**config.mk**
```make
export PLATFORM = sky130hd
export DESIGN_NAME = sdw_ctrl
export DESIGN_NICKNAME = d
export VERILOG_FILES = /design/src/sdw_pkg.sv /design/src/sdw_ctrl.sv
export SDC_FILE = /design/constraint.sdc
export NUM_CORES = 1
export LEC_CHECK = 0
export ABC_AREA = 0
export BUFFER_PORTS_ARGS = -buffer_cell sky130_fd_sc_hd__buf_4
export CAP_MARGIN = 20
export CORE_MARGIN = 10
export CORE_UTILIZATION = 56
export CTS_BUF_LIST = sky130_fd_sc_hd__clkbuf_8
export DETAILED_ROUTE_END_ITERATION = 10
export PLACE_DENSITY = 0.84
export SLEW_MARGIN = 0
export SYNTH_ARGS = -nofsm -noshare
export SYNTH_HDL_FRONTEND = slang
export SYNTH_SLANG_ARGS = --single-unit
```
**constraint.sdc**
```tcl
create_clock -name clk -period 4.1 [get_ports clk]
set_input_delay 0 -clock clk [delete_from_list [all_inputs] [get_ports clk]]
set_output_delay 0 -clock clk [all_outputs]
set_load 0.005 [all_outputs]
```
**src/sdw_pkg.sv**
```systemverilog
// Constants, types and register map of the serial drum write control.
// Assumes a 25 MHz system clock and a word-wide AHB-Lite register port.
package sdw_pkg;
  // Timing
  localparam int CLK_NS     = 40;
  localparam int SETTLE_US  = 200;
  localparam int SETTLE_CYC = (SETTLE_US * 1000 + CLK_NS - 1) / CLK_NS;
  localparam int GAP_NS     = 3400;
  localparam int GAP_CYC    = GAP_NS / CLK_NS;
  // Word format
  localparam int WORD_BITS  = 18;
  localparam int ADDR_BITS  = 16;
  localparam int BLK_BITS   = 9;
  localparam logic [4:0] POS_PARITY = 5'h12;
  localparam logic [4:0] POS_BLANK  = 5'h13;
  // Register byte offsets
  localparam logic [7:0] REG_SETUP  = 8'h00;
  localparam logic [7:0] REG_BLOCK  = 8'h04;
  localparam logic [7:0] REG_CONT   = 8'h08;
  localparam logic [7:0] REG_STATUS = 8'h0c;
  localparam logic [7:0] REG_CORE   = 8'h10;
  localparam logic [7:0] REG_HOLD   = 8'h14;
  // Field positions
  localparam int SETUP_READ = 16;
  localparam int STF_REQ    = 2;
  localparam int STF_WEN    = 3;
  localparam int STF_READ   = 4;
  localparam int STF_PERR   = 5;
  localparam int STF_DERR   = 6;
  localparam int STF_ERR    = 7;
  localparam int STF_SC     = 8;
  // Sequencing states, Gray order along the normal path
  typedef enum logic [1:0] {
    ST_IDLE = 2'b00,
    ST_XFER = 2'b01,
    ST_RUN  = 2'b11,
    ST_DONE = 2'b10
  } sdw_state_e;
  // Data-break request towards the host
  typedef struct packed {
    logic                   req;
    logic                   dirOut;
    logic [ADDR_BITS-1:0]   addr;
    logic [WORD_BITS-1:0]   word;
  } sdw_brk_s;
  // Head and writer drive
  typedef struct packed {
    logic [BLK_BITS-2:0]    track;
    logic                   sector;
    logic                   wdata;
    logic                   wen;
  } sdw_head_s;
endpackage

```
**src/sdw_ctrl.sv**
```systemverilog
// Serial drum sequencing, word transfer, parity and write control.
// Assumes drumPulse is one clk wide per clock-track pulse, readBit is
// valid at drumPulse, and the host answers brkOut.req with brkAck.
// Behaviour
// - Sequencer is in exactly one of idle, wait, running, done.
// - Normal transfer steps idle, wait, running, done in order.
// - Holding buffer is 18 bits, swapped whole with host and shifter.
// - Shift buffer is 18 bits, serial in on read, serial out on write.
// - Written ones are counted and a 19th bit makes the count odd.
// - On read, a word with an even count of ones sets parity error.
// - Error shown is parity error or late data error.
// - Word control holds direction, raises break requests, flags errors.
// - Setup picks direction, forces idle, loads address, sets request on write.
// - Host break loads holding buffer on write; address counter counts up in the same cycle.
// - Block command loads track and sector, reloads shifter, starts delay.
// - When the settling delay ends, enter wait for index.
// - First pulse after the track gap moves wait to running.
// - Outside running no phase pulses, so nothing shifts or writes.
// - In running, pulses shift, and on write they toggle the write data flop.
// - On sector mismatch all steps run but the writer stays off.
// - After 19 bits reload shifter, bump count, on match enable, request.
// - Writing runs to the track gap, whose start sets done.
// - Sector 0 block command at once requests a word and enables writer.
// - On read holding starts empty, takes words, passes them to core.
// - Address counter is 16 bits, loaded before block, bumped per word.
// - Block address is 9 bits, LSB sector, bumped after clean block.
// - A word slot is 18 data, one parity and one blank pulse.
`timescale 1ns/1ps
module sdw_ctrl
  import sdw_pkg::*;
#(
  parameter int WORD_W = WORD_BITS,
  parameter int ADDR_W = ADDR_BITS,
  parameter int SETTLE = SETTLE_CYC,
  parameter int GAP    = GAP_CYC
) (
  input  wire logic        clk,
  input  wire logic        rst,
  input  wire logic        hsel,
  input  wire logic [31:0] haddr,
  input  wire logic [1:0]  htrans,
  input  wire logic        hwrite,
  input  wire logic [2:0]  hsize,
  input  wire logic [31:0] hwdata,
  input  wire logic        hready,
  output logic             hreadyout,
  output logic      [31:0] hrdata,
  output logic             hresp,
  input  wire logic        drumPulse,
  input  wire logic        readBit,
  input  wire logic        brkAck,
  input  wire logic [17:0] brkWordIn,
  output sdw_brk_s         brkOut,
  output sdw_head_s        headOut,
  output logic             errorOut
);
  // The datapath is fixed by the word format; other sizes are refused
  if (WORD_W != WORD_BITS || ADDR_W != ADDR_BITS) begin : g_bad_width
    $error("sdw_ctrl: word and address widths are fixed");
  end
  if (SETTLE < 2 || SETTLE > 65535 || GAP < 2 || GAP > 255) begin : g_bad_t
    $error("sdw_ctrl: timing counts out of range");
  end
  localparam logic [15:0] SETTLE16 = 16'(SETTLE);
  localparam logic [7:0]  GAP8     = 8'(GAP);
  sdw_state_e        state;
  logic [7:0]        busAddr;
  logic [31:0]       readData;
  logic [7:0]        idleCnt;
  logic [4:0]        pos;
  logic [15:0]       settleCnt;
  logic [17:0]       shiftBuf;
  logic [17:0]       holding;
  logic [15:0]       coreAddr;
  logic [8:0]        blk;
  // Single-bit control flops
  logic              busWrite, busPend, phB, parityAcc, writeFf, writerEn;
  logic              reqFlag, readMode, dirOut, sc, perr, derr;
  // Bus strokes and drum timing events
  logic              accept, cmdSetup, cmdBlock, cmdCont, gapped;
  logic              indexPulse, phA, takeWord, match, settleDone;
  logic              readParityBad, doneEntry;
  assign accept   = hsel & hready & htrans[1];
  assign cmdSetup = busPend & busWrite & (busAddr == REG_SETUP);
  assign cmdBlock = busPend & busWrite & (busAddr == REG_BLOCK);
  assign cmdCont  = busPend & busWrite & (busAddr == REG_CONT);
  // Phase pulses exist only while running, never on the blank slot
  assign gapped     = (idleCnt == GAP8);
  assign indexPulse = drumPulse & gapped;
  assign phA        = drumPulse & ~gapped & (state == ST_RUN)
                      & (pos != POS_BLANK);
  assign takeWord   = drumPulse & ~gapped & (state == ST_RUN)
                      & (pos == POS_BLANK);
  // On read the count has already stepped past the word just taken
  assign match      = ((sc ^ readMode) == blk[0]);
  assign settleDone = (settleCnt == 16'h0001);
  assign doneEntry  = (state == ST_RUN) & gapped;
  // Count seeded at one, so an even total leaves it set
  assign readParityBad = phA & readMode & (pos == POS_PARITY)
                         & (parityAcc ^ readBit);
  // One wait state: the data phase registers its read word
  always_ff @(posedge clk) begin
    if (rst) begin
      busPend   <= 1'b0;
      busWrite  <= 1'b0;
      busAddr   <= 8'h00;
      hreadyout <= 1'b1;
      hrdata    <= 32'h0000_0000;
      hresp     <= 1'b0;
    end else begin
      hresp <= 1'b0;
      if (busPend) begin
        busPend   <= 1'b0;
        hreadyout <= 1'b1;
        hrdata    <= busWrite ? 32'h0000_0000 : readData;
      end else if (accept) begin
        busPend   <= 1'b1;
        hreadyout <= 1'b0;
        busAddr   <= haddr[7:0];
        busWrite  <= hwrite;
      end
    end
  end
  // Read multiplexer; unmapped offsets read zero
  always_comb begin
    readData = 32'h0000_0000;
    case (busAddr)
      REG_SETUP: begin
        readData[15:0]       = coreAddr;
        readData[SETUP_READ] = readMode;
      end
      REG_BLOCK:  readData[8:0] = blk;
      REG_STATUS: begin
        readData[1:0]    = state;
        readData[STF_REQ]  = reqFlag;
        readData[STF_WEN]  = writerEn;
        readData[STF_READ] = readMode;
        readData[STF_PERR] = perr;
        readData[STF_DERR] = derr;
        readData[STF_ERR]  = perr | derr;
        readData[STF_SC]   = sc;
      end
      REG_CORE: readData[15:0] = coreAddr;
      REG_HOLD: readData[17:0] = holding;
      default:  readData = 32'h0000_0000;
    endcase
  end
  // Gap detector: saturates GAP cycles after the last drum pulse
  always_ff @(posedge clk) begin
    if (rst) begin
      idleCnt <= GAP8;
    end else if (drumPulse) begin
      idleCnt <= 8'h00;
    end else if (!gapped) begin
      idleCnt <= idleCnt + 8'h01;
    end
  end
  // Settling delay, expiring on exactly one cycle per start
  always_ff @(posedge clk) begin
    if (rst) begin
      settleCnt <= 16'h0000;
    end else if (cmdBlock) begin
      settleCnt <= SETTLE16;
    end else if (settleCnt != 16'h0000) begin
      settleCnt <= settleCnt - 16'h0001;
    end
  end
  // Sequencer; commands override the normal advance
  always_ff @(posedge clk) begin
    if (rst) begin
      state <= ST_IDLE;
    end else if (cmdSetup) begin
      state <= ST_IDLE;
    end else if (cmdCont) begin
      state <= ST_XFER;
    end else begin
      unique case (state)
        ST_IDLE: if (settleDone) state <= ST_XFER;
        ST_XFER: if (indexPulse) state <= ST_RUN;
        ST_RUN:  if (doneEntry) state <= ST_DONE;
        ST_DONE: state <= ST_DONE;
      endcase
    end
  end
  // Slot position; phase B trails phase A by one clk for rise time
  always_ff @(posedge clk) begin
    if (rst) begin
      pos <= 5'h00;
      phB <= 1'b0;
    end else begin
      phB <= phA;
      if (indexPulse || takeWord) begin
        pos <= 5'h00;
      end else if (phA) begin
        pos <= pos + 5'h01;
      end
    end
  end
  // Sector count toggles per slot since sectors interleave word by word
  always_ff @(posedge clk) begin
    if (rst) begin
      sc <= 1'b0;
    end else if (state != ST_RUN) begin
      sc <= 1'b0;
    end else if (phB && pos == POS_BLANK) begin
      sc <= ~sc;
    end
  end
  // Shift buffer, parity count and write data flop
  always_ff @(posedge clk) begin
    if (rst) begin
      shiftBuf  <= 18'h00000;
      parityAcc <= 1'b1;
      writeFf   <= 1'b0;
    end else if (cmdBlock || cmdCont || (takeWord && !readMode)) begin
      shiftBuf  <= holding;
      parityAcc <= 1'b1;
      writeFf   <= ~holding[17];
    end else if (takeWord || indexPulse) begin
      parityAcc <= 1'b1;
    end else if (phA && readMode) begin
      if (pos != POS_PARITY) begin
        shiftBuf <= {shiftBuf[16:0], readBit};
      end
      parityAcc <= parityAcc ^ readBit;
    end else if (phA) begin
      writeFf <= ~writeFf;
      if (pos != POS_PARITY) begin
        parityAcc <= parityAcc ^ shiftBuf[17];
      end
    end else if (phB && !readMode && pos <= POS_PARITY) begin
      shiftBuf <= {shiftBuf[16:0], 1'b0};
      // Prime the flop so the next phase A toggles to the wanted bit
      writeFf  <= (pos == POS_PARITY) ? ~parityAcc : ~shiftBuf[16];
    end
  end
  // Writer gate: every step runs, only a match lets the head write
  always_ff @(posedge clk) begin
    if (rst) begin
      writerEn <= 1'b0;
    end else if (cmdSetup) begin
      writerEn <= 1'b0;
    end else if (cmdBlock) begin
      writerEn <= ~readMode & (hwdata[0] == sc);
    end else if (cmdCont) begin
      writerEn <= ~readMode & match;
    end else if (takeWord) begin
      writerEn <= ~readMode & match;
    end
  end
  // Word request; a new request wins over an acknowledge
  always_ff @(posedge clk) begin
    if (rst) begin
      reqFlag <= 1'b0;
    end else if (cmdSetup) begin
      reqFlag <= ~hwdata[SETUP_READ];
    end else if (cmdBlock && !readMode && hwdata[0] == sc) begin
      reqFlag <= 1'b1;
    end else if (takeWord && match) begin
      reqFlag <= 1'b1;
    end else if (brkAck) begin
      reqFlag <= 1'b0;
    end
  end
  // Direction and mode, fixed by setup
  always_ff @(posedge clk) begin
    if (rst) begin
      readMode <= 1'b0;
      dirOut   <= 1'b1;
    end else if (cmdSetup) begin
      readMode <= hwdata[SETUP_READ];
      dirOut   <= ~hwdata[SETUP_READ];
    end
  end
  // Core address counter
  always_ff @(posedge clk) begin
    if (rst) begin
      coreAddr <= 16'h0000;
    end else if (cmdSetup) begin
      coreAddr <= hwdata[15:0];
    end else if (brkAck) begin
      coreAddr <= coreAddr + 16'h0001;
    end
  end
  // Holding buffer: from host on write, from shifter on read
  always_ff @(posedge clk) begin
    if (rst) begin
      holding <= 18'h00000;
    end else if (cmdSetup && hwdata[SETUP_READ]) begin
      holding <= 18'h00000;
    end else if (brkAck && !readMode) begin
      holding <= brkWordIn;
    end else if (takeWord && match && readMode) begin
      holding <= shiftBuf;
    end
  end
  // Block address: bumped only after a clean block
  always_ff @(posedge clk) begin
    if (rst) begin
      blk <= 9'h000;
    end else if (cmdBlock) begin
      blk <= hwdata[8:0];
    end else if (doneEntry && !perr && !derr) begin
      blk <= blk + 9'h001;
    end
  end
  // Error flags; a new error wins over a clear
  always_ff @(posedge clk) begin
    if (rst) begin
      perr <= 1'b0;
      derr <= 1'b0;
    end else begin
      if (readParityBad) begin
        perr <= 1'b1;
      end else if (cmdSetup || cmdCont) begin
        perr <= 1'b0;
      end
      // Late data: previous word not yet serviced when the next is due
      if (takeWord && match && reqFlag) begin
        derr <= 1'b1;
      end else if (cmdSetup || cmdCont) begin
        derr <= 1'b0;
      end
    end
  end
  // Registered error line
  always_ff @(posedge clk) begin
    if (rst) begin
      errorOut <= 1'b0;
    end else begin
      errorOut <= perr | derr;
    end
  end
  // Output groups, all fields are flops
  assign brkOut  = '{req: reqFlag, dirOut: dirOut,
                    addr: coreAddr, word: holding};
  assign headOut = '{track: blk[8:1], sector: blk[0],
                    wdata: writeFf, wen: writerEn};
endmodule

```
Yosys cells after proc, flatten, opt, wreduce, memory -nomap -nowiden
Cells that the tools add are included.
{ "totals": {"ff_bits": 146, "in_bits": 95, "out_inout_bits": 82, "elab_cells": 189} }
{ "classes": {"add_sub_neg": 5, "order_cmp": 1, "n_eq_ne": 28, "muxes": 46, "n_bitwise": 30, "reduce_logical": 52} }
{ "ops": {"columns": ["operator", "n"], "rows": [
  ["two-way mux 18 bit", 9],
  ["case mux 9 bit (4 select lines)", 1],
  ["two-way mux 16 bit", 2],
  ["two-way mux 13 bit", 2],
  ["two-way mux 1 bit", 22],
  ["two-way mux 9 bit", 2],
  ["bitwise AND 1 bit", 17],
  ["adder 16 x 1 -> 16 bit, second input constant", 1],
  ["equality test 16 x 1 -> 1 bit, second input constant", 1],
  ["equality test 8 x 4 -> 1 bit, second input constant", 2],
  ["equality test 8 x 5 -> 1 bit, second input constant", 2],
  ["nonzero test 16 bit", 1],
  ["nonzero test 2 bit", 8],
  ["OR reduction 2 bit", 8],
  ["subtractor 16 x 1 -> 16 bit, second input constant", 1],
  ["logical AND 1 bit", 14],
  ["two-way mux 7 bit", 2],
  ["case mux 7 bit (2 select lines)", 1],
  ["!= test 2 bit, second input constant", 6],
  ["equality test 5 bit, second input constant", 2],
  ["!= test 5 bit, second input constant", 2],
  ["adder 9 x 1 -> 9 bit, second input constant", 1],
  ["!= test 3 bit, second input constant", 3],
  ["NOT 1 bit", 9],
  ["other kinds (26)", 43]
]} }

Logic depth before layout (Yosys ltp)
{ "depth": {"word_depth": 9, "depth_mapped": 9, "depth_no_buf": 8} }

Least setup slack after synthesis
Ideal clock, no wire load.
{ "synth_path": {"kind": "reg-to-reg", "startpoint": "reg idleCnt[3]", "endpoint": "reg shiftBuf[17]", "arrival_ns": 2.085, "required_ns": 3.963, "setup_slack_ns": 1.878, "stages_incl_launch_ff": 8, "path_buffers": 1, "period_less_slack_ns": 2.222, "cell_sequence": "dfxtp_1 > or4b_4 > o21a_4 > a221oi_4 > o21a_4 > buf_8 > mux2i_1 > a211oi_2"} }
{ "synth_via": {"elab_chain_len": 9} }
{ "synth_rtl": {"columns": ["element", "line_no", "text"], "rows": [
  ["from (decl)", "sdw_ctrl.sv:69", "logic [7:0] idleCnt;"],
  ["from (signal assigned)", "sdw_ctrl.sv:155", "idleCnt <= idleCnt + 8'h01;"],
  ["equality test 8 x 7 -> 1 bit (*)", "sdw_ctrl.sv:88", "assign gapped = (idleCnt == GAP8);"],
  ["NOT 1 bit", "sdw_ctrl.sv:90, sdw_ctrl.sv:92", null],
  ["bitwise AND 1 bit (2 in series)", "sdw_ctrl.sv:90, sdw_ctrl.sv:92", null],
  ["bitwise AND 1 bit (on tied branches)", "sdw_ctrl.sv:93, sdw_ctrl.sv:91", null],
  ["logical AND 1 bit (on tied branches)", "sdw_ctrl.sv:215, sdw_ctrl.sv:221", null],
  ["logical OR 1 bit / two-way mux 18 bit (equally long branches)", "sdw_ctrl.sv:215, sdw_ctrl.sv:221", null],
  ["!= test 3 x 2 -> 1 bit (no line), or another cell as far along", null, null],
  ["AND reduction 4 bit (no line) / two-way mux 18 bit (equally long branches)", null, null],
  ["to (signal assigned)", "sdw_ctrl.sv:216", "shiftBuf <= holding;"],
  ["to (signal assigned)", "sdw_ctrl.sv:223", "shiftBuf <= {shiftBuf[16:0], readBit};"],
  ["to (signal assigned)", "sdw_ctrl.sv:232", "shiftBuf <= {shiftBuf[16:0], 1'b0};"],
  ["to (decl)", "sdw_ctrl.sv:72", "logic [17:0] shiftBuf;"]
]} }
Every way passes the cells marked *; elsewhere a longest branch is shown, timed or not. The select of a mux whose other input is x is not followed.
A chain may end at the register's enable or synchronous reset.

Worst setup path after layout
{ "layout_path": {"startpoint": "reg busAddr[5]", "endpoint": "reg shiftBuf[14]"} }
{ "layout_via": {"elab_chain_len": 6} }
{ "layout_rtl": {"columns": ["element", "line_no", "text"], "rows": [
  ["from (decl)", "sdw_ctrl.sv:67", "logic [7:0] busAddr;"],
  ["from (signal assigned)", "sdw_ctrl.sv:119", "busAddr <= haddr[7:0];"],
  ["equality test 8 x 3 -> 1 bit / equality test 8 x 4 -> 1 bit (equally long branches)", "sdw_ctrl.sv:85, sdw_ctrl.sv:86", null],
  ["bitwise AND 1 bit (on tied branches)", "sdw_ctrl.sv:85, sdw_ctrl.sv:86", null],
  ["logical OR 1 bit (*) (2 in series)", "sdw_ctrl.sv:215", "end else if (cmdBlock || cmdCont || (takeWord && !readMode)) begin"],
  ["!= test 3 x 2 -> 1 bit (no line), or another cell as far along", null, null],
  ["AND reduction 4 bit (no line)", null, null]
]} }
Every way passes the cells marked *; elsewhere a longest branch is shown, timed or not.

==> reports/results.ini <==
[placed_design]
hpwl_mm = 13.2
place.gp.congestion = 0.881
placement.io_buffers = 118
placed_cells = 961

[worst_setup_path]
timing.critical_path.fanout_max = 35
worst_setup_path_start_kind = flip-flop
type_of_element_capturing_the_critical_path = flip-flop
cp_slowest_stage_delay_ns = 0.64
critPathArrivalTime_ns = 3.04
cp_data_required_time_ns = 4.45
cell_chain_critical_path = nor4_4, nand3_2, or4_1, o41ai_4, buf_4, nor2_1, a2111oi_2
worst_path_max_delay_cell = or4_1
critPathKind = reg2reg

[yosys]
ys_async_sr_fraction_pct = 0
avgSynthCellArea_um2 = 8.78
synth_seq_cells = 132
synth_enable_flop_cells = 0
synth.cell_area_um2 = 6560
ys.flop_type = dfxtp_1
seq_area_frac_synth_pct = 40.3
post_synth_num_cell_types = 62
syn_inst = 747
ys.warnings.count = 0

[die]
starting_density_of_the_core_pct = 57.2
fp.dieH_um = 128
row_count = 39
die-area_um2 = 16400
die_x_um = 128
count_of_boundary_i_o_pins = 177
placeable_core_region_um2 = 11500

[detailed_routing]
vias_per_cell = 5.99
route.vias.total = 6240
detail_route.drc_violations = 0
drt.antenna.violating_nets = 0
routed_wire_length_per_instance_um = 18.5
detailedRoute.firstPassIterationCount = 6
route.final.wire_length_mm = 19.3
drt_first_iter_violations = 558

[clock_network]
clock_sinks = 132
cts_tree = done
cts_max_level = 4
root_buffer = clkbuf_8
max-clock-path-buffers = 2
cts_bufs_inserted = 17
clkLatencyLatePin_ns = 0.46
post_cts_resized = 0
post-cts-setup-buffer-count = 0
cts.hold.buffers_added = 47
clk_pin_slew_ns = 0.08

[timing]
finalMaxSlewViolations = 0
rsz0062_at_grt = no
setup_tns_ns = 0
setup_viol = 0
clock_skew_ns = 0.0178
holdWs_ns = 0.158
layout_min_cycle_time_ns = 2.70
finalHoldViolations = 0
slew-limit-headroom_pct = 35.7
worstMarginPinSlew_ns = 0.964
timing.final.crit_share_pct = 65.7
fmax_mhz = 371

[global_route]
grt_use_total_pct = 22.5
vias_in_the_first_global_route = 6030
first_pass_grt_wire_length_mm = 30.5
antenna_violations_before_repair = 0
grt_overflow_total = 0
grt_start_max_net_pins = 84

[run]
drv_cap = 0

[outcome]
run_status = complete, no violations

[power]
peak_supply_drop_uv = 289
power.leakage_nw = 3.28
report.power.total_w = 0.00334
power_per_cell_area_nw_per_um2 = 405

[final_layout]
syn_to_final_growth_pct = 25.8
utilization_pct = 72.0
nNetsFinal = 989
finalNonFillerCells = 1041
drive_above_1_share_pct = 21.3
antenna-diode-count = 0

[min_path]
hp-class = in2reg

-- worst max-delay path: cells and delay by family (launching register included) --
family                 cells  cell delay (ns)
AOI/OAI and AO/OA          2             0.46
buffers and inverters      1             0.37
DFF                        1             0.35
and+or+nand+nor            4             1.39
-- sequential cells by signal, summed over array words and instances, names as in the netlist --
| signal | count |
|---|---|
| blk | 9 |
| busAddr | 8 |
| busPend | 1 |
| busWrite | 1 |
| coreAddr | 16 |
| derr | 1 |
| dirOut | 1 |
| errorOut | 1 |
| holding | 18 |
| hrdata | 18 |
| hreadyout | 1 |
| idleCnt | 8 |
| parityAcc | 1 |
| perr | 1 |
| phB | 1 |
| pos | 5 |
| readMode | 1 |
| reqFlag | 1 |
| sc | 1 |
| settleCnt | 16 |
| shiftBuf | 18 |
| state | 2 |
| writeFf | 1 |
| writerEn | 1 |
-- placed cells by master, fill, tap and decap left out, drive strengths merged, types with 10 or more instances in the layout --
master,count
a211oi,46
nand4,12
nand3,17
a2111oi,16
or3,10
mux2i,25
nor2,111
xor2,27
dfxtp,132
buf,124
clkbuf,19
nor3,30
xnor2,18
dlygate4sd3,47
o21ai,33
a221oi,11
conb,15
a21oi,19
inv,10
nand2,64
-- report_power, final --
part	leakage, nW	total, W	switching [W]	internal [W]
registers	1.07	0.00149	0.000110	0.00138
logic	2.00	0.000689	0.000371	0.000318
clock network	0.210	0.00116	0.000533	0.000631
total	3.28	0.00334	0.00101	0.00233
-- through the flow --
step | setup slack (ns) | area, um2
finish | 1.40 | 8260
global route | 1.23 | 8260
CTS | 1.43 | 8250
detailed placement | 1.45 | 7360
global placement | 1.57 | 7360
floorplan | 1.88 | 6610
-- metal layers --
layer	global-route usage [%]	share of wire, %	up-vias
met5	0	0	-
met4	8.34	2.2	0
met3	6.08	8.3	38
met2	38.6	51	288
met1	26.0	39	2962
li1	-	-	2952
-- final cells by class --
class	instances	area (um2)
multi-input cells	555	3580
fillers	748	3210
flip-flops and latches	132	2640
repair buffers	171	1400
clock buffers	19	262
well taps	143	179
clock inverters	13	160
inverters	8	30.0
-- cell usage after synthesis, types with 3 or more instances --
master / n / area [um2]
nor4_1: 6 / 37.5
clkbuf_1: 37 / 139
a21oi_1: 19 / 95.1
a2111oi_2: 15 / 225
a311oi_1: 3 / 26.3
buf_6: 4 / 45.0
a211oi_1: 45 / 338
nor3_1: 30 / 150
and3_1: 8 / 50.1
or4_1: 4 / 30.0
nand2_1: 64 / 240
dfxtp_1: 132 / 2640
and2_1: 4 / 25.0
xnor2_1: 18 / 158
a22o_1: 9 / 78.8
nand3_1: 16 / 80.1
nand2b_1: 7 / 43.8
mux2i_1: 25 / 250
a22oi_1: 8 / 60.1
xor2_1: 27 / 236
nor2b_1: 3 / 18.8
buf_4: 20 / 150
ha_1: 9 / 113
or3_2: 4 / 30.0
a221oi_1: 10 / 87.6
a31oi_1: 5 / 31.3
o21bai_1: 6 / 45.0
or3_1: 6 / 37.5
inv_1: 8 / 30.0
nand4_1: 12 / 75.1
and4_1: 4 / 35.0
nor2_1: 110 / 413
o21ai_0: 32 / 160
-- worst paths after layout --
| kind | from | endpoint | slack [ns] | cells past startpoint |
|---|---|---|---|---|
| max | busAddr[5] | shiftBuf[14] | 1.40 | 7 |
| min | hready | busAddr[5] | 0.16 | 4 |
| max reg2reg | busAddr[5] | shiftBuf[14] | 1.40 | 7 |
| min reg2reg | hrdata[13] | hrdata[13] | 0.47 | 2 |
-- kinds of logic (layout without fill, tap and decap cells) --
family          count (synthesis)  in the layout  synth area share, %
compound gates                168            168                 20.4
xor+xnor                       45             45                 6.01
fa+ha+maj                       9              9                 1.72
buf+inv                        74            211                 6.04
flops                         132            132                 40.3
mux                            27             27                 4.16
other cells                     1             15               0.0572
simple gates                  291            291                 21.3
Note: power is estimated with default switching activity, not from simulation.
